File: config.mk
export PLATFORM = sky130hd
export DESIGN_NAME = mscl_link
export DESIGN_NICKNAME = d
export VERILOG_FILES = /design/src/rtl/mscl_link.v
export VERILOG_INCLUDE_DIRS = /design/src /design/src/rtl
export SDC_FILE = /design/constraint.sdc
export NUM_CORES = 1
export LEC_CHECK = 0
export BUFFER_PORTS_ARGS = -buffer_cell sky130_fd_sc_hd__buf_2
export CAP_MARGIN = 10
export CORE_AREA = 2 2 128 130
export DETAILED_ROUTE_END_ITERATION = 6
export DIE_AREA = 0 0 130 132
export GPL_TIMING_DRIVEN = 0
export PLACE_DENSITY_LB_ADDON = 0.1
export REMOVE_ABC_BUFFERS = 1
export SYNTH_ARGS = -nofsm -noshare
export SYNTH_HDL_FRONTEND = slang
export SYNTH_SLANG_ARGS = --single-unit
File: constraint.sdc
create_clock -name core_clk_in -period 3.2 [get_ports core_clk_in]
set_input_delay 0.48 -clock core_clk_in [delete_from_list [all_inputs] [get_ports core_clk_in]]
set_output_delay 0.48 -clock core_clk_in [all_outputs]
set_load 0.05 [all_outputs]
File: src/rtl/mscl_regs.vh
// Constants for the monitor serial command link
`ifndef MSCL_REGS_VH
`define MSCL_REGS_VH
`define MSCL_DIV_HIGH 11'h400
`define MSCL_DIV_LOW 11'h200
`define MSCL_BREAK_BITS 4'hA
`define MSCL_PRE_GAP_BITS 4'h2
`define MSCL_END_WAIT_BITS 4'hB
`define MSCL_SEC_BYTES 4'h8
`define MSCL_SEC_BASE 16'hFFF6
`define MSCL_SEC_FLAG_ADDR 16'h0060
`define MSCL_SEC_FLAG_BIT 6
`define MSCL_SP_PLUS 16'h0001
`define MSCL_OP_READ 8'h4A
`define MSCL_OP_WRITE 8'h49
`define MSCL_OP_INDEXED_READ_CMD 8'h1A
`define MSCL_OP_INDEXED_WRITE_CMD 8'h19
`define MSCL_OP_STACK_POINTER_READ_CMD 8'h0C
`define MSCL_OP_RUN 8'h28
`endif

File: src/rtl/mscl_link.v
// Monitor mode serial command link, device end
// Contract
// - Break is ten low bits; device idles two bits high, then echoes a break
// - Test-voltage entry: baud pin high gives divisor 1024, low gives 512
// - Normal-supply entry fixes the divisor at 1024
// - 2.4576 MHz internal rate gives 2400 bit/s at divisor 1024, 4800 bit/s at 512
// - Every security and command byte received is echoed; bytes arriving during the end wait are not
// - Eleven-bit wait ends each command; a break there is echoed, then the last command runs again
// - Two-bit gap before each echo and before returned read data
// - Read data follows the echo of the last command byte
// - Six commands: read, write, indexed read/write, stack read, run
// - Indexed commands step the address through all 64 Kbytes
// - Run command pulls index-high and returns from interrupt
// - Stack read returns stack pointer plus one
// - After power-on, eight security bytes compared with FFF6..FFFD
// - Passed security stays passed until the next power-on reset
// - On mismatch protected reads return invalid data
// - Break sent after all eight security bytes arrived, or at once after a warm reset once security is done
// - Pass sets bit 6 of RAM location 60
// - NRZ signalling, equal transmit and receive rates
// - Wired-OR line: only pull low or release
// - Entry pins captured at reset release, then ignored
`include "mscl_regs.vh"
module mscl_link #(
    parameter [10:0] DIV_HIGH = `MSCL_DIV_HIGH,
    parameter [10:0] DIV_LOW = `MSCL_DIV_LOW
) (
    input wire core_clk_in,
    input wire rst_in,
    input wire por_in,
    input wire serial_line_pin_in,
    input wire baud_select_pin_in,
    input wire test_voltage_level_in,
    input wire [15:0] stack_pointer_in,
    input wire [7:0] mem_rdata_in,
    input wire mem_protected_in,
    output reg serial_line_pin_out,
    output reg serial_line_pin_oe_out,
    output reg [15:0] mem_addr_out,
    output reg [7:0] mem_wdata_out,
    output reg mem_rd_out,
    output reg mem_wr_out,
    output reg sec_ok_out,
    output reg run_out
);
// ---------------------------------------------------------------
// Synchronisers, entry capture
// ---------------------------------------------------------------
reg [1:0] rx_sync;
reg [10:0] div;
reg entry_done;
always @(posedge core_clk_in) begin
    rx_sync <= {rx_sync[0], serial_line_pin_in};
end
reg [1:0] bsel_sync;
reg [1:0] tst_sync;
always @(posedge core_clk_in) begin
    bsel_sync <= {bsel_sync[0], baud_select_pin_in};
    tst_sync <= {tst_sync[0], test_voltage_level_in};
end
always @(posedge core_clk_in) begin
    if (rst_in) begin
        entry_done <= 1'b0;
        div <= DIV_HIGH;
    end else if (!entry_done) begin
        entry_done <= 1'b1;
        if (tst_sync[1] && !bsel_sync[1])
            div <= DIV_LOW;
        else
            div <= DIV_HIGH;
    end
end
wire rx = rx_sync[1];
// ---------------------------------------------------------------
// Receiver: 10-bit frame, break detect
// ---------------------------------------------------------------
reg [10:0] rx_cnt;
reg [3:0] rx_bit;
reg rx_busy;
reg [8:0] rx_sh;
reg rx_any_high;
reg rx_done;
reg rx_brk;
always @(posedge core_clk_in) begin
    rx_done <= 1'b0;
    rx_brk <= 1'b0;
    if (rst_in) begin
        rx_busy <= 1'b0;
        rx_cnt <= 11'h000;
        rx_bit <= 4'h0;
        rx_sh <= 9'h000;
        rx_any_high <= 1'b0;
    end else if (!rx_busy) begin
        if (!rx && !tx_busy && !serial_line_pin_oe_out) begin
            rx_busy <= 1'b1;
            rx_cnt <= {1'b0, div[10:1]};
            rx_bit <= 4'h0;
            rx_any_high <= 1'b0;
        end
    end else if (rx_cnt == 11'h000) begin
        rx_cnt <= div - 11'h001;
        rx_sh <= {rx, rx_sh[8:1]};
        if (rx)
            rx_any_high <= 1'b1;
        if (rx_bit == 4'h9) begin
            rx_busy <= 1'b0;
            if (!rx && !rx_any_high)
                rx_brk <= 1'b1;
            else if (rx)
                rx_done <= 1'b1;
        end
        rx_bit <= rx_bit + 4'h1;
    end else begin
        rx_cnt <= rx_cnt - 11'h001;
    end
end
wire [7:0] rx_byte = rx_sh[7:0];
// ---------------------------------------------------------------
// Transmitter: gap, then frame or break
// ---------------------------------------------------------------
reg tx_go;
reg tx_brk_req;
reg [7:0] tx_data;
reg [3:0] tx_gap;
reg tx_busy;
reg [10:0] tx_cnt;
reg [3:0] tx_bit;
reg [9:0] tx_sh;
reg tx_in_gap;
always @(posedge core_clk_in) begin
    if (rst_in) begin
        tx_busy <= 1'b0;
        tx_in_gap <= 1'b0;
        tx_cnt <= 11'h000;
        tx_bit <= 4'h0;
        tx_sh <= 10'h3FF;
        serial_line_pin_out <= 1'b1;
        serial_line_pin_oe_out <= 1'b0;
    end else if (!tx_busy) begin
        if (tx_go) begin
            tx_busy <= 1'b1;
            tx_in_gap <= 1'b1;
            tx_bit <= tx_gap;
            tx_cnt <= div - 11'h001;
            tx_sh <= tx_brk_req ? 10'h000 : {1'b1, tx_data, 1'b0};
            serial_line_pin_out <= 1'b1;
            serial_line_pin_oe_out <= 1'b0;
        end
    end else if (tx_cnt != 11'h000) begin
        tx_cnt <= tx_cnt - 11'h001;
    end else begin
        tx_cnt <= div - 11'h001;
        if (tx_in_gap && tx_bit > 4'h1) begin
            tx_bit <= tx_bit - 4'h1;
        end else if (tx_in_gap) begin
            tx_in_gap <= 1'b0;
            tx_bit <= `MSCL_BREAK_BITS;
            serial_line_pin_out <= tx_sh[0];
            serial_line_pin_oe_out <= ~tx_sh[0];
            tx_sh <= {1'b1, tx_sh[9:1]};
        end else if (tx_bit > 4'h1) begin
            tx_bit <= tx_bit - 4'h1;
            serial_line_pin_out <= tx_sh[0];
            serial_line_pin_oe_out <= ~tx_sh[0];
            tx_sh <= {1'b1, tx_sh[9:1]};
        end else begin
            tx_busy <= 1'b0;
            serial_line_pin_out <= 1'b1;
            serial_line_pin_oe_out <= 1'b0;
        end
    end
end
// ---------------------------------------------------------------
// Command sequencer
// ---------------------------------------------------------------
localparam S_SEC = 3'h0;
localparam S_OP = 3'h1;
localparam S_ARG = 3'h2;
localparam S_EWAIT = 3'h3;
localparam S_RDATA = 3'h4;
localparam S_END = 3'h5;
localparam S_BRK = 3'h6;
reg [2:0] state;
reg [7:0] op;
reg [2:0] nargs;
reg [2:0] nrd;
reg [3:0] sec_idx;
reg sec_match;
reg sec_done;
reg [15:0] idx;
reg [15:0] wait_cnt;
reg [7:0] rd_shadow;
reg rd_q;
function [2:0] mscl_args;
    input [7:0] o;
    begin
        case (o)
            `MSCL_OP_READ: mscl_args = 3'h2;
            `MSCL_OP_WRITE: mscl_args = 3'h3;
            `MSCL_OP_INDEXED_WRITE_CMD: mscl_args = 3'h1;
            default: mscl_args = 3'h0;
        endcase
    end
endfunction
function mscl_known;
    input [7:0] o;
    begin
        mscl_known = (o == `MSCL_OP_READ) || (o == `MSCL_OP_WRITE) ||
            (o == `MSCL_OP_INDEXED_READ_CMD) || (o == `MSCL_OP_INDEXED_WRITE_CMD) ||
            (o == `MSCL_OP_STACK_POINTER_READ_CMD) || (o == `MSCL_OP_RUN);
    end
endfunction
always @(posedge core_clk_in) begin
    tx_go <= 1'b0;
    mem_rd_out <= 1'b0;
    mem_wr_out <= 1'b0;
    run_out <= 1'b0;
    rd_q <= mem_rd_out;
    if (por_in) begin
        sec_done <= 1'b0;
        sec_ok_out <= 1'b0;
    end
    if (rst_in) begin
        state <= S_SEC;
        op <= 8'h00;
        nargs <= 3'h0;
        nrd <= 3'h0;
        sec_idx <= 4'h0;
        sec_match <= 1'b1;
        idx <= 16'h0000;
        wait_cnt <= 16'h0000;
        tx_brk_req <= 1'b0;
        tx_data <= 8'h00;
        tx_gap <= `MSCL_PRE_GAP_BITS;
        mem_addr_out <= 16'h0000;
        mem_wdata_out <= 8'h00;
        rd_shadow <= 8'h00;
    end else if (entry_done) begin
        case (state)
            S_SEC: begin
                if (sec_done) begin
                    state <= S_BRK;
                end else if (rx_done && sec_idx < `MSCL_SEC_BYTES) begin
                    tx_go <= 1'b1;
                    tx_brk_req <= 1'b0;
                    tx_data <= rx_byte;
                    mem_addr_out <= `MSCL_SEC_BASE + {12'h000, sec_idx};
                    mem_rd_out <= 1'b1;
                    rd_shadow <= rx_byte;
                    sec_idx <= sec_idx + 4'h1;
                end else if (rd_q) begin
                    if (mem_rdata_in != rd_shadow)
                        sec_match <= 1'b0;
                end else if (sec_idx == `MSCL_SEC_BYTES && !tx_busy &&
                    !tx_go) begin
                    sec_done <= 1'b1;
                    sec_ok_out <= sec_match;
                    if (sec_match) begin
                        mem_addr_out <= `MSCL_SEC_FLAG_ADDR;
                        mem_wdata_out <= 8'h40;
                        mem_wr_out <= 1'b1;
                    end
                    state <= S_BRK;
                end
            end
            S_BRK: begin
                if (!tx_busy && !tx_go) begin
                    tx_go <= 1'b1;
                    tx_brk_req <= 1'b1;
                    state <= S_EWAIT;
                end
            end
            S_OP: begin
                if (rx_brk) begin
                    state <= S_BRK;
                end else if (rx_done) begin
                    tx_go <= 1'b1;
                    tx_brk_req <= 1'b0;
                    tx_data <= rx_byte;
                    op <= rx_byte;
                    nargs <= mscl_args(rx_byte);
                    state <= !mscl_known(rx_byte) ? S_OP :
                        (mscl_args(rx_byte) != 3'h0) ? S_ARG : S_EWAIT;
                end
            end
            S_ARG: begin
                if (rx_brk) begin
                    state <= S_BRK;
                end else if (rx_done) begin
                    tx_go <= 1'b1;
                    tx_brk_req <= 1'b0;
                    tx_data <= rx_byte;
                    nargs <= nargs - 3'h1;
                    if (op == `MSCL_OP_INDEXED_WRITE_CMD ||
                        (op == `MSCL_OP_WRITE && nargs == 3'h1))
                        mem_wdata_out <= rx_byte;
                    else
                        idx <= {idx[7:0], rx_byte};
                    if (nargs == 3'h1)
                        state <= S_EWAIT;
                end
            end
            S_EWAIT: begin
                if (!tx_busy && !tx_go) begin
                    state <= S_END;
                    wait_cnt <= {5'h00, div} * {12'h000, `MSCL_END_WAIT_BITS};
                    nrd <= 3'h0;
                    case (op)
                        `MSCL_OP_READ: begin
                            nrd <= 3'h1;
                            mem_addr_out <= idx;
                            mem_rd_out <= 1'b1;
                        end
                        `MSCL_OP_INDEXED_READ_CMD: begin
                            nrd <= 3'h2;
                            mem_addr_out <= idx + 16'h0001;
                            idx <= idx + 16'h0001;
                            mem_rd_out <= 1'b1;
                        end
                        `MSCL_OP_STACK_POINTER_READ_CMD: begin
                            nrd <= 3'h2;
                            idx <= stack_pointer_in + `MSCL_SP_PLUS;
                        end
                        `MSCL_OP_WRITE: begin
                            mem_addr_out <= idx;
                            mem_wr_out <= 1'b1;
                        end
                        `MSCL_OP_INDEXED_WRITE_CMD: begin
                            idx <= idx + 16'h0001;
                            mem_addr_out <= idx + 16'h0001;
                            mem_wr_out <= 1'b1;
                        end
                        `MSCL_OP_RUN: run_out <= 1'b1;
                        default: nrd <= 3'h0;
                    endcase
                    if (op == `MSCL_OP_READ || op == `MSCL_OP_INDEXED_READ_CMD ||
                        op == `MSCL_OP_STACK_POINTER_READ_CMD)
                        state <= S_RDATA;
                end
            end
            S_RDATA: begin
                if (!tx_busy && !tx_go && !mem_rd_out) begin
                    tx_go <= 1'b1;
                    tx_brk_req <= 1'b0;
                    if (op == `MSCL_OP_STACK_POINTER_READ_CMD)
                        tx_data <= (nrd == 3'h2) ? idx[15:8] : idx[7:0];
                    else if (mem_protected_in && !sec_ok_out)
                        tx_data <= 8'hAD;
                    else
                        tx_data <= mem_rdata_in;
                    nrd <= nrd - 3'h1;
                    if (nrd == 3'h2 && op == `MSCL_OP_INDEXED_READ_CMD) begin
                        mem_addr_out <= idx + 16'h0001;
                        idx <= idx + 16'h0001;
                        mem_rd_out <= 1'b1;
                    end
                    if (nrd == 3'h1) begin
                        state <= S_END;
                        wait_cnt <= {5'h00, div} *
                            {12'h000, `MSCL_END_WAIT_BITS};
                    end
                end
            end
            S_END: begin
                if (rx_brk)
                    state <= S_BRK;
                else if (tx_busy || tx_go)
                    wait_cnt <= wait_cnt;
                else if (wait_cnt == 16'h0000)
                    state <= S_OP;
                else
                    wait_cnt <= wait_cnt - 16'h0001;
            end
            default: state <= S_OP;
        endcase
    end
end
endmodule // mscl_link

==> results of run 1 <==
[power breakdown]
part | internal (µW) | switching, µW | leakage (µW)
Sequential | 2240 | 176 | 0.00136
Combinational | 463 | 874 | 0.00204
Clock | 1060 | 1000 | 0.000293
[cells by family (layout without fill, tap and decap cells)]
kind of cell,Yosys count,count (layout)
adder cells (fa/ha/maj),22,22
AND/OR/NAND/NOR,477,477
AO/OA/AOI/OAI,334,334
XOR/XNOR,53,53
buffers and inverters,120,137
multiplexers,15,15
flip-flops,168,168
[final timing paths]
check / startpoint / endpoint / slack [ns]
worst min register to register: tst_sync[0]$_DFF_P_ / tst_sync[1]$_DFF_P_ / 0.34
worst max-delay path: entry_done$_DFF_P_ / mem_wdata_out[7]$_SDFFE_PP0P_ / 0.22
worst min-delay path: serial_line_pin_in / rx_sync[0]$_DFF_P_ / 0.13
worst max register to register: entry_done$_DFF_P_ / mem_wdata_out[7]$_SDFFE_PP0P_ / 0.22
[cell type report]
cell class	instances	area (µm²)	share of cell area, %
timing repair buffer	68	390	3.80
clock buffer	17	425	4.14
tap	216	270	2.63
multi-input combinational	901	5510	53.6
clock inverter	15	171	1.67
inverter	37	139	1.35
sequential	168	3370	32.8
[worst reg2reg max path: cells and delay by family, from the launching register on]
family	cells	cell delay [ns]
flip-flops	1	0.68
AND/OR/NAND/NOR	4	1.47
buffers and inverters	1	0.36
AO/OA/AOI/OAI	2	0.42
[placed cells by master, fill, tap and decap left out, types with 8 or more instances in the layout]
master       n
nand2b_1    10
nand3_1     43
a21oi_1    121
xnor2_1     45
a31oi_1     18
or3_1       12
nor2b_1     20
nor3_1      49
a221oi_1     9
inv_1       37
nor4b_1      8
ha_1        22
nor4_1      13
dfxtp_1    165
mux2i_1     10
buf_2       59
o211ai_1    13
a211oi_1    27
nand2_1    130
clkbuf_16   17
o21ai_1     10
nand4_1     20
nor2_1      98
xor2_1       8
nor3b_1     15
o21ai_0     56
[what timing repair did]
action / CTS / global route
gates cloned: 0 / 0
endpoints found under the setup margin: 42 / 12
endpoints found under the hold margin: 0 / 0
resized for setup: 8 / 4
buffers inserted: 0 / 3
[stage by stage]
stage	setup WS [ns]	utilization [%]
finish	0.217	65.4
global route	0.0380	65.4
CTS	0.0551	65.1
detailed placement	-0.619	61.2
global placement	-1.38	60.7
floorplan	0.0458	-
[routing by layer]
layer  track usage (%)  up-vias  part of all wire, %
li1                  -     4344                    -
met3              7.87       49                  9.4
met1              43.6     4198                   45
met2              43.8      402                   43
met4              8.42        0                  2.1
met5                 0        -                    0
[flip-flops by register name, summed over array words and instances (netlist names), 8 cells and up]
register	cells
op	8
mem_addr_out	16
rd_shadow	8
rx_sh	9
wait_cnt	16
tx_cnt	11
mem_wdata_out	8
tx_sh	10
idx	16
rx_cnt	11
tx_data	8
==> results.md, run 1 <==
* Layout area overhead at 10.5%
* Num ports at 61
* Crit path time final at 2.98 ns
* Core area at 15700 µm²
* Synth Area in Adders at 2.96%
* Vias at 8993
* First-pass GRT wire length at 41.4 mm
* CP bufs+invs at 1
* Initial cell density of the core at 59.2%
* Worst slew pin tran at 1.10 ns
* CTS Buf Count at 17
* Synthesized area at 9300 µm²
* Final instance area at 10300 µm²
* N_diodes at 0
* Largest net degree at the start of global routing at 64
* Status: finished, violations left
* Commonest cells in the synthesized netlist: dfxtp_1 (168), nand2_1 (130), a21oi_1 (121), nor2_1 (99), clkbuf_1 (66)
* Avg Cell Area, Syn at 7.82 µm²
* GRT Resource Usage Total at 30.0%
* Peak VDD IR at 0.417 mV
* Root Buffer: clkbuf_16
* Layout Nets at 1246
* Power per cell area at 565 nW/µm²
* Synth top area cells: dfxtp_1 (36%), a21oi_1 (6.5%), nand2_1 (5.2%), xnor2_1 (4.2%), nor2_1 (4.0%)
* Layout Cells excl Fill at 1422
* Detailed Route WL at 25.6 mm
* Final Setup Violations at 0
* Clk_skew at 0.0130 ns
* Std cell rows at 46
* Area leader, netlist: dfxtp_1
* RSZ-0062 raised after global routing: false
* Post-synth top flop: dfxtp_1
* Max-slew violation count at 0
* Worst EP required at 3.57 ns
* Share of the clock period used by the worst path at 93.2%
* Failing checks: DRC
* Slowest-stage cell, CP: nor3_1
* Simple-Gate Fraction of Synth Area at 26.1%
* Slew HR at 26.5%
* Max Root-Sink Buffers at 2
* Initial antenna violation count at 0
* Worst-path fanout max at 13
* EDFF count, synth at 0
* Vias per inst at 6.32
* Placed Cells at 1386
* DR WL/cell at 18.0 µm
* GP Congestion at 0.956
* DP HPWL at 17.2 mm
* Gate Count Post-Synth at 1189
* Worst path max stage delay at 0.75 ns
* Hold Crit Depth at 1
* CP cell instances: nand3b_1 > nor3_1 > nand3_1 > o41ai_1 > clkdlybuf4s15_2 > nand3_1 > a21oi_1
* Die Area at 17200 µm²
* Cell family with most CP delay: simple AND/OR/NAND/NOR gates
* Placed Area at 9620 µm²
* Die H at 132 µm
* FMAX at 335 MHz
* Setup TNS at 0 ns
* Multiplexer share of the synthesized area at 1.68%
* Most frequent cell after synthesis: dfxtp_1
* I/O Buffers at 60
* Die Wd at 130 µm
* Crit path DAT at 3.35 ns
* Clk slew on worst S/H paths at 0.08 ns
* Compound-Gate Fraction of Synth Area at 23.0%
* Fin Hold WS at 0.131 ns
* Vias in the first global route at 7911
* H-tree depth at 4
* Yosys Warn Count at 0
* CTS tree: built
* WP depth at 7
* Fillcell total at 1402
* Final hold vios at 0
* Tot Pwr at 5810 µW
* Clk_lat worst skew at 0.44 ns
* 1st-iter DRT viols at 953
* Crit Path Category: reg -> reg
* CP startpoint kind: register
* Fraction of layout cells with a size suffix above 1 at 11.2%
* Register bit total from synthesis at 168
* Router iterations before antenna repair at 7
* CP Capture Type: register
* CTS Hold Bufs at 0
* Leakage Power at 0.00370 µW
* Main combinational cell family by area after synthesis: simple AND/OR/NAND/NOR gates
* Post-synthesis xor/xnor area fraction at 4.99%
* Worst min-delay path category: in -> reg
* Sink Count at 168
* Antenna viol nets, final at 0
* Reg2Reg Depth at 7
* Crit-path most repeated cell: nand3_1
* Drt drc at 4
* Yosys top cell area share at 36.2%
* Remaining global-route overflow at 0
* Seq/Total Area, Yosys at 36.2%
* Netlist cell types at 75
* Max-cap violations at 0
* Fraction of registers with async set/reset at 0%
(Power assumes the default switching activity.)
==> run 2: changes to the inputs <==
- clock period: 3.2 -> 3.85 ns (I/O delays scaled with it)
==> run 2 against run 1 <==
  * The flow now finishes without violations
  * Routed wire length down 0.66%
  * Count of clock-buffer cells in the layout unchanged
  * Flip-flop and latch count unchanged
  * Core utilization down 0.33 points
  * Setup slack better by 0.091 ns
  * Global-route usage unchanged
  * Sequential power down 17%
  * First-iteration DRC count down 7.3%
  * Clock power down 17%
  * Worst hold slack better by 0.097 ns
  * Sequential share of layout area up 0.13 points
  * Critical endpoint is now idx[11]$_SDFFE_PP0P_
  * Largest cell class unchanged
==> results.md, run 2 (synthesis results as in run 1) <==
* Clk_lat worst skew at 0.44 ns (about the same)
* DR WL/cell at 17.9 µm (-0.45%)
* M1 GR Usage at 43.6% (about the same)
* Router iterations before antenna repair at 5 (-2)
* Sink Count at 168 (unchanged)
* Power per cell area at 470 nW/µm² (-17%)
* Max Root-Sink Buffers at 2 (unchanged)
* Most frequent cells in the layout: dfxtp_1 (168), nand2_1 (130), a21oi_1 (121)
* Reg2Reg Depth at 7 (unchanged)
* RSZ-0062 raised after global routing: false
* CTS Hold Bufs at 0 (unchanged)
* First-pass GRT wire length at 41.3 mm (-0.20%)
* CTS Buf Count at 17 (unchanged)
* Core area at 15700 µm² (unchanged)
* Max-cap violations at 0 (unchanged)
* R2r startpoint: state[2]$_SDFFE_PP0P_
* Final hold vios at 0 (unchanged)
* Final instance area at 10200 µm² (-0.50%)
* Share of the clock period used by the worst path at 92.0% (-1.2 points)
* Vias per inst at 6.35 (+0.47%)
* Min-delay src: serial_line_pin_in
* Clk slew on worst S/H paths at 0.08 ns (about the same)
* Status: complete, no violations
* I/O Buffers at 60 (unchanged)
* Crit path time final at 3.54 ns (+0.559 ns)
* R2R Setup Slk at 0.31 ns (+0.09 ns)
* Std cell rows at 46 (unchanged)
* Setup TNS at 0 ns (unchanged)
* # Post-CTS Setup Buffers at 0 (unchanged)
* Crit path DAT at 3.86 ns (+0.51 ns)
* Tot Pwr at 4800 µW (-17%)
* 1st-iter DRT viols at 883 (-7.3%)
* Crit Path Category: reg -> reg
* Layout Nets at 1243 (-0.24%)
* Remaining global-route overflow at 0 (unchanged)
* Layout Cells excl Fill at 1419 (-0.21%)
* Largest net degree at the start of global routing at 64 (unchanged)
* Fin Hold WS at 0.228 ns (+0.0972 ns)
* CTS tree: built
* Layout area overhead at 9.90%
* Slew HR at 19.7% (-6.7 points)
* Root Buffer: clkbuf_16
* Commonest non-fill, non-tap cell in the layout: dfxtp_1
* FF-to-FF End: idx[11]$_SDFFE_PP0P_
* Worst min-delay path category: in -> reg
* Drt drc at 0 (-4)
* Vias at 9016 (+0.26%)
* GP Congestion at 0.956 (unchanged)
* Worst EP required at 4.17 ns (+0.60 ns)
* Max-slew violation count at 0 (unchanged)
* CP Capture Type: register
* Die H at 132 µm (unchanged)
* Clk_skew at 0.0135 ns (+0.000470 ns)
* Hold Crit Endpoint: rx_sync[0]$_DFF_P_
* CP startpoint kind: register
* Worst slew pin tran at 1.20 ns (+0.101 ns)
* N_diodes at 0 (unchanged)
* Detailed Route WL at 25.4 mm (-0.66%)
* H-tree depth at 4 (unchanged)
* Hold Crit Depth at 1 (unchanged)
* Leakage Power at 0.00368 µW (-0.49%)
* Biggest regs: idx (16), mem_addr_out (16), wait_cnt (16)
* GRT Resource Usage Total at 30.0% (unchanged)
* Fraction of layout cells with a size suffix above 1 at 10.5% (-0.72 points)
* Final Setup Violations at 0 (unchanged)
* Vias in the first global route at 7899 (-0.15%)
* Gr busiest metal: met2
* Num ports at 61 (unchanged)
* Placed Cells at 1386 (unchanged)
* Die Area at 17200 µm² (unchanged)
* DP HPWL at 17.2 mm (unchanged)
* M2 GR Usage at 43.7% (-0.12 points)
* Peak VDD IR at 0.348 mV (-17%)
* Die Wd at 130 µm (unchanged)
* FMAX at 282 MHz (-16%)
* Antenna viol nets, final at 0 (unchanged)
* Initial antenna violation count at 0 (unchanged)
* GR Util met3 at 7.79% (-0.081 points)
* Initial cell density of the core at 59.2% (unchanged)
* Worst-path fanout max at 19 (+6)
* Placed Area at 9620 µm² (unchanged)
run 2: stage by stage:
step           utilization (%)  setup WS, ns
2_1_floorplan                -         0.696
3_3_place_gp              60.7        -0.730
3_5_place_dp              61.2        0.0310
4_1_cts                   65.0        0.0171
5_1_grt                   65.1        0.0468
6_report                  65.1         0.308
run 2: layout make-up:
cell class / instances / area [µm²]
timing repair buffer: 65 / 368
inverter: 37 / 139
multi-input combinational: 901 / 5490
clock inverter: 15 / 171
clock buffer: 17 / 425
tap: 216 / 270
fill: 1408 / 5490
sequential: 168 / 3360
run 2: worst max-delay path by stage:
stage | startpoint | to | cells past startpoint
2_1_floorplan | state[2]$_SDFFE_PP0P_ | idx[6]$_SDFFE_PP0P_ | 6
3_3_place_gp | state[2]$_SDFFE_PP0P_ | idx[11]$_SDFFE_PP0P_ | 6
3_5_place_dp | state[0]$_SDFFE_PP0P_ | mem_addr_out[9]$_SDFFE_PP0P_ | 6
4_1_cts | state[0]$_SDFFE_PP0P_ | mem_addr_out[8]$_SDFFE_PP0P_ | 6
5_1_grt | state[2]$_SDFFE_PP0P_ | idx[4]$_SDFFE_PP0P_ | 7
6_report | state[2]$_SDFFE_PP0P_ | idx[11]$_SDFFE_PP0P_ | 7
run 2: what timing repair did:
| item | CTS | global route |
|---|---|---|
| gates resized for setup | 0 | 2 |
| endpoints found under the setup margin | 0 | 23 |
| hold endpoints to repair | 0 | 0 |
run 2: critical path, stage by stage, from the launching register on:
cell,delay [ns]
dfxtp_1,0.65
nor3b_2,0.92
nor2_2,0.32
buf_6,0.26
o21ai_0,0.13
nand3_1,0.47
a2111oi_0,0.56
o31ai_1,0.10
run 2: where the power goes:
part           switching (µW)  leakage, µW  total [µW]  internal [µW]
Sequential                143      0.00136        2000           1860
Combinational             720      0.00203        1090            373
Clock                     833     0.000293        1710            878
run 2: routing by layer:
layer  up-vias  wire length [µm]
met5         -                 0
met2       414             10900
li1       4344                 -
met3        47              2380
met1      4211             11600
met4         0               577
==> run 3: changes to the inputs <==
- ABC_AREA: not set -> 0
- CORE_AREA: 2 2 128 130 -> 2 2 105 158
- DIE_AREA: 0 0 130 132 -> 0 0 107 160
- GPL_TIMING_DRIVEN: 0 -> 1
==> run 3 against run 2 <==
  * Critical path depth shrank 1
  * Non-clock buffer count grew 15
  * Clock skew shrank 0.0032 ns
  * Count of clock-buffer cells in the layout grew 4
  * First-iteration DRC count shrank 17%
  * Global-route usage grew 2.1 points
  * Core utilization shrank 0.29 points
  * Setup slack gained 0.40 ns
  * Critical endpoint is now wait_cnt[3]$_SDFFE_PP0P_
==> results.md, run 3 (synthesis results as in run 1) <==
* Power per cell area at 477 nW/µm² (+1.4%)
* Crit path DAT at 3.49 ns (-0.37 ns)
* CP startpoint kind: register
* Setup TNS at 0 ns (unchanged)
* Sink Count at 168 (unchanged)
* Hold Crit Endpoint: rx_sync[0]$_DFF_P_
* Std cell rows at 57 (+24%)
* Max-cap violations at 0 (unchanged)
* Crit path time final at 3.14 ns (-0.403 ns)
* Slew HR at 31.7% (+12 points)
* I/O Buffers at 60 (unchanged)
* CTS Buf Count at 17 (unchanged)
* Dpl ws at 0.803 ns (+0.772 ns)
* GRT Resource Usage Total at 32.1% (+2.1 points)
* Placed Area at 9690 µm² (+0.75%)
* Min-delay src: serial_line_pin_in
* 1st-iter DRT viols at 732 (-17%)
* R2r startpoint: state[1]$_SDFFE_PP0P_
* Worst min-delay path category: in -> reg
* DR WL/cell at 19.1 µm (+6.4%)
* Clk_skew at 0.0102 ns (-0.00325 ns)
* Crit-path most repeated cell: a21oi_1
* Max Root-Sink Buffers at 2 (unchanged)
* Biggest regs: idx (16), mem_addr_out (16), wait_cnt (16)
* RSZ-0062 raised after global routing: false
* CTS Hold Bufs at 0 (unchanged)
* Detailed Route WL at 27.1 mm (+6.7%)
* Initial cell density of the core at 58.5% (-0.71 points)
* H-tree depth at 4 (unchanged)
* Worst slew pin tran at 1.02 ns (-0.184 ns)
* Worst-path fanout max at 24 (+5)
* Root Buffer: clkbuf_16
* N_diodes at 0 (unchanged)
* Reg2Reg Depth at 6 (-1)
* DP HPWL at 19.2 mm (+12%)
* Placed Cells at 1392 (+0.43%)
* Share of the clock period used by the worst path at 81.5% (-10 points)
* Antenna viol nets, final at 0 (unchanged)
* FF-to-FF End: wait_cnt[3]$_SDFFE_PP0P_
* Status: complete, no violations
* GP Congestion at 1.02 (+6.8%)
* Die Wd at 107 µm (-18%)
* Drt drc at 0 (unchanged)
* FMAX at 319 MHz (+13%)
* Router iterations before antenna repair at 6 (+1)
* Final Setup Violations at 0 (unchanged)
* R2R Setup Slk at 0.71 ns (+0.40 ns)
* Hold Crit Depth at 1 (unchanged)
* Final instance area at 10300 µm² (+0.77%)
* Num ports at 61 (unchanged)
* Layout Nets at 1258 (+1.2%)
* Worst path max stage delay at 0.78 ns (-0.14 ns)
* Final WS setup at 0.711 ns (+0.403 ns)
* Vias at 9055 (+0.43%)
* Leakage Power at 0.00375 µW (+1.9%)
* # Post-CTS Setup Buffers at 0 (unchanged)
* Max-slew violation count at 0 (unchanged)
* Die Area at 17100 µm² (-0.23%)
* Die H at 160 µm (+21%)
* Crit Path Category: reg -> reg
* CTS resizes at 0 (unchanged)
* Final hold vios at 0 (unchanged)
* Slowest-stage cell, CP: dfxtp_1
* Vias in the first global route at 8526 (+7.9%)
* Core area at 15900 µm² (+1.2%)
* Fillcell total at 1435 (+1.9%)
* Layout Cells excl Fill at 1423 (+0.28%)
* Clk slew on worst S/H paths at 0.06 ns (-0.02 ns)
* First-pass GRT wire length at 43.6 mm (+5.7%)
* Peak VDD IR at 0.311 mV (-11%)
* Most frequent cells in the layout: dfxtp_1 (168), nand2_1 (130), a21oi_1 (121)
* Clk_lat worst skew at 0.43 ns (about the same)
* CP cell instances: and3b_1 > a21oi_1 > or3b_1 > a21o_1 > or4_1 > a21oi_1
* Largest net degree at the start of global routing at 59 (-7.8%)
* Worst EP required at 4.20 ns (+0.03 ns)
* Layout area overhead at 10.7%
* Commonest non-fill, non-tap cell in the layout: dfxtp_1
* Post-layout util at 64.8% (-0.29 points)
* Remaining global-route overflow at 0 (unchanged)
* CP Capture Type: register
* Vias per inst at 6.36 (+0.15%)
* CTS tree: built
* Fraction of layout cells with a size suffix above 1 at 11.1% (+0.62 points)
* Initial antenna violation count at 0 (unchanged)
==> run 3: cell types whose count changed in the layout (fill, tap and decap cells not counted), sizes merged <==
cell           previous run  this run
buf                      64        80
clkinvlp                  0         2
clkinv                    5         2
bufinv                    0         3
clkdlybuf4s15             1         0
inv                      47        40
clkbuf                   17        21
==> run 3: routing by layer <==
metal	GRT usage, %	part of all wire (%)	vias up
met5	0	0	-
met4	20.0	6.0	0
met3	4.86	4.9	103
met2	54.0	49	328
met1	37.9	40	4261
li1	-	-	4363
==> run 3: layout make-up <==
| cell class | instances | area [µm²] | area share (%) |
|---|---|---|---|
| clock inverter | 10 | 141 | 1.37 |
| clock buffer | 21 | 470 | 4.57 |
| timing repair buffer | 80 | 453 | 4.40 |
| sequential | 168 | 3360 | 32.6 |
| tap | 206 | 258 | 2.50 |
| multi-input combinational | 901 | 5480 | 53.2 |
| inverter | 37 | 139 | 1.35 |
==> run 3: report_power, final <==
group | leakage [µW] | internal (µW) | switching [µW]
sequential | 0.00136 | 1860 | 136
clock | 0.000296 | 1070 | 722
combinational | 0.00209 | 385 | 733
total | 0.00375 | 3320 | 1590
==> run 3: per-stage QoR <==
step / power [µW] / hold slack [ns]
5_1_grt: 5130 / 0.235
3_5_place_dp: 3130 / 0.312
4_1_cts: 4920 / 0.234
2_1_floorplan: 2790 / 0.310
3_3_place_gp: 3120 / 0.310
6_report: 4910 / 0.242
==> run 3: how the worst max path moves through the flow <==
stage	endpoint	slack, ns	depth (start not counted)	from
after floorplan	idx[6]$_SDFFE_PP0P_	0.70	6	state[2]$_SDFFE_PP0P_
after global placement	wait_cnt[3]$_SDFFE_PP0P_	0.88	6	state[1]$_SDFFE_PP0P_
after detailed placement	wait_cnt[3]$_SDFFE_PP0P_	0.80	6	state[1]$_SDFFE_PP0P_
after CTS	wait_cnt[3]$_SDFFE_PP0P_	0.79	6	state[1]$_SDFFE_PP0P_
after global routing	wait_cnt[3]$_SDFFE_PP0P_	0.57	6	state[1]$_SDFFE_PP0P_
final	wait_cnt[3]$_SDFFE_PP0P_	0.71	6	state[1]$_SDFFE_PP0P_
==> run 3: worst max-delay path: cells and delay by family (launching register included) <==
family	cells	cell delay, ns
AND/OR/NAND/NOR	3	1.69
AO/OA/AOI/OAI	3	0.59
flip-flops	1	0.78
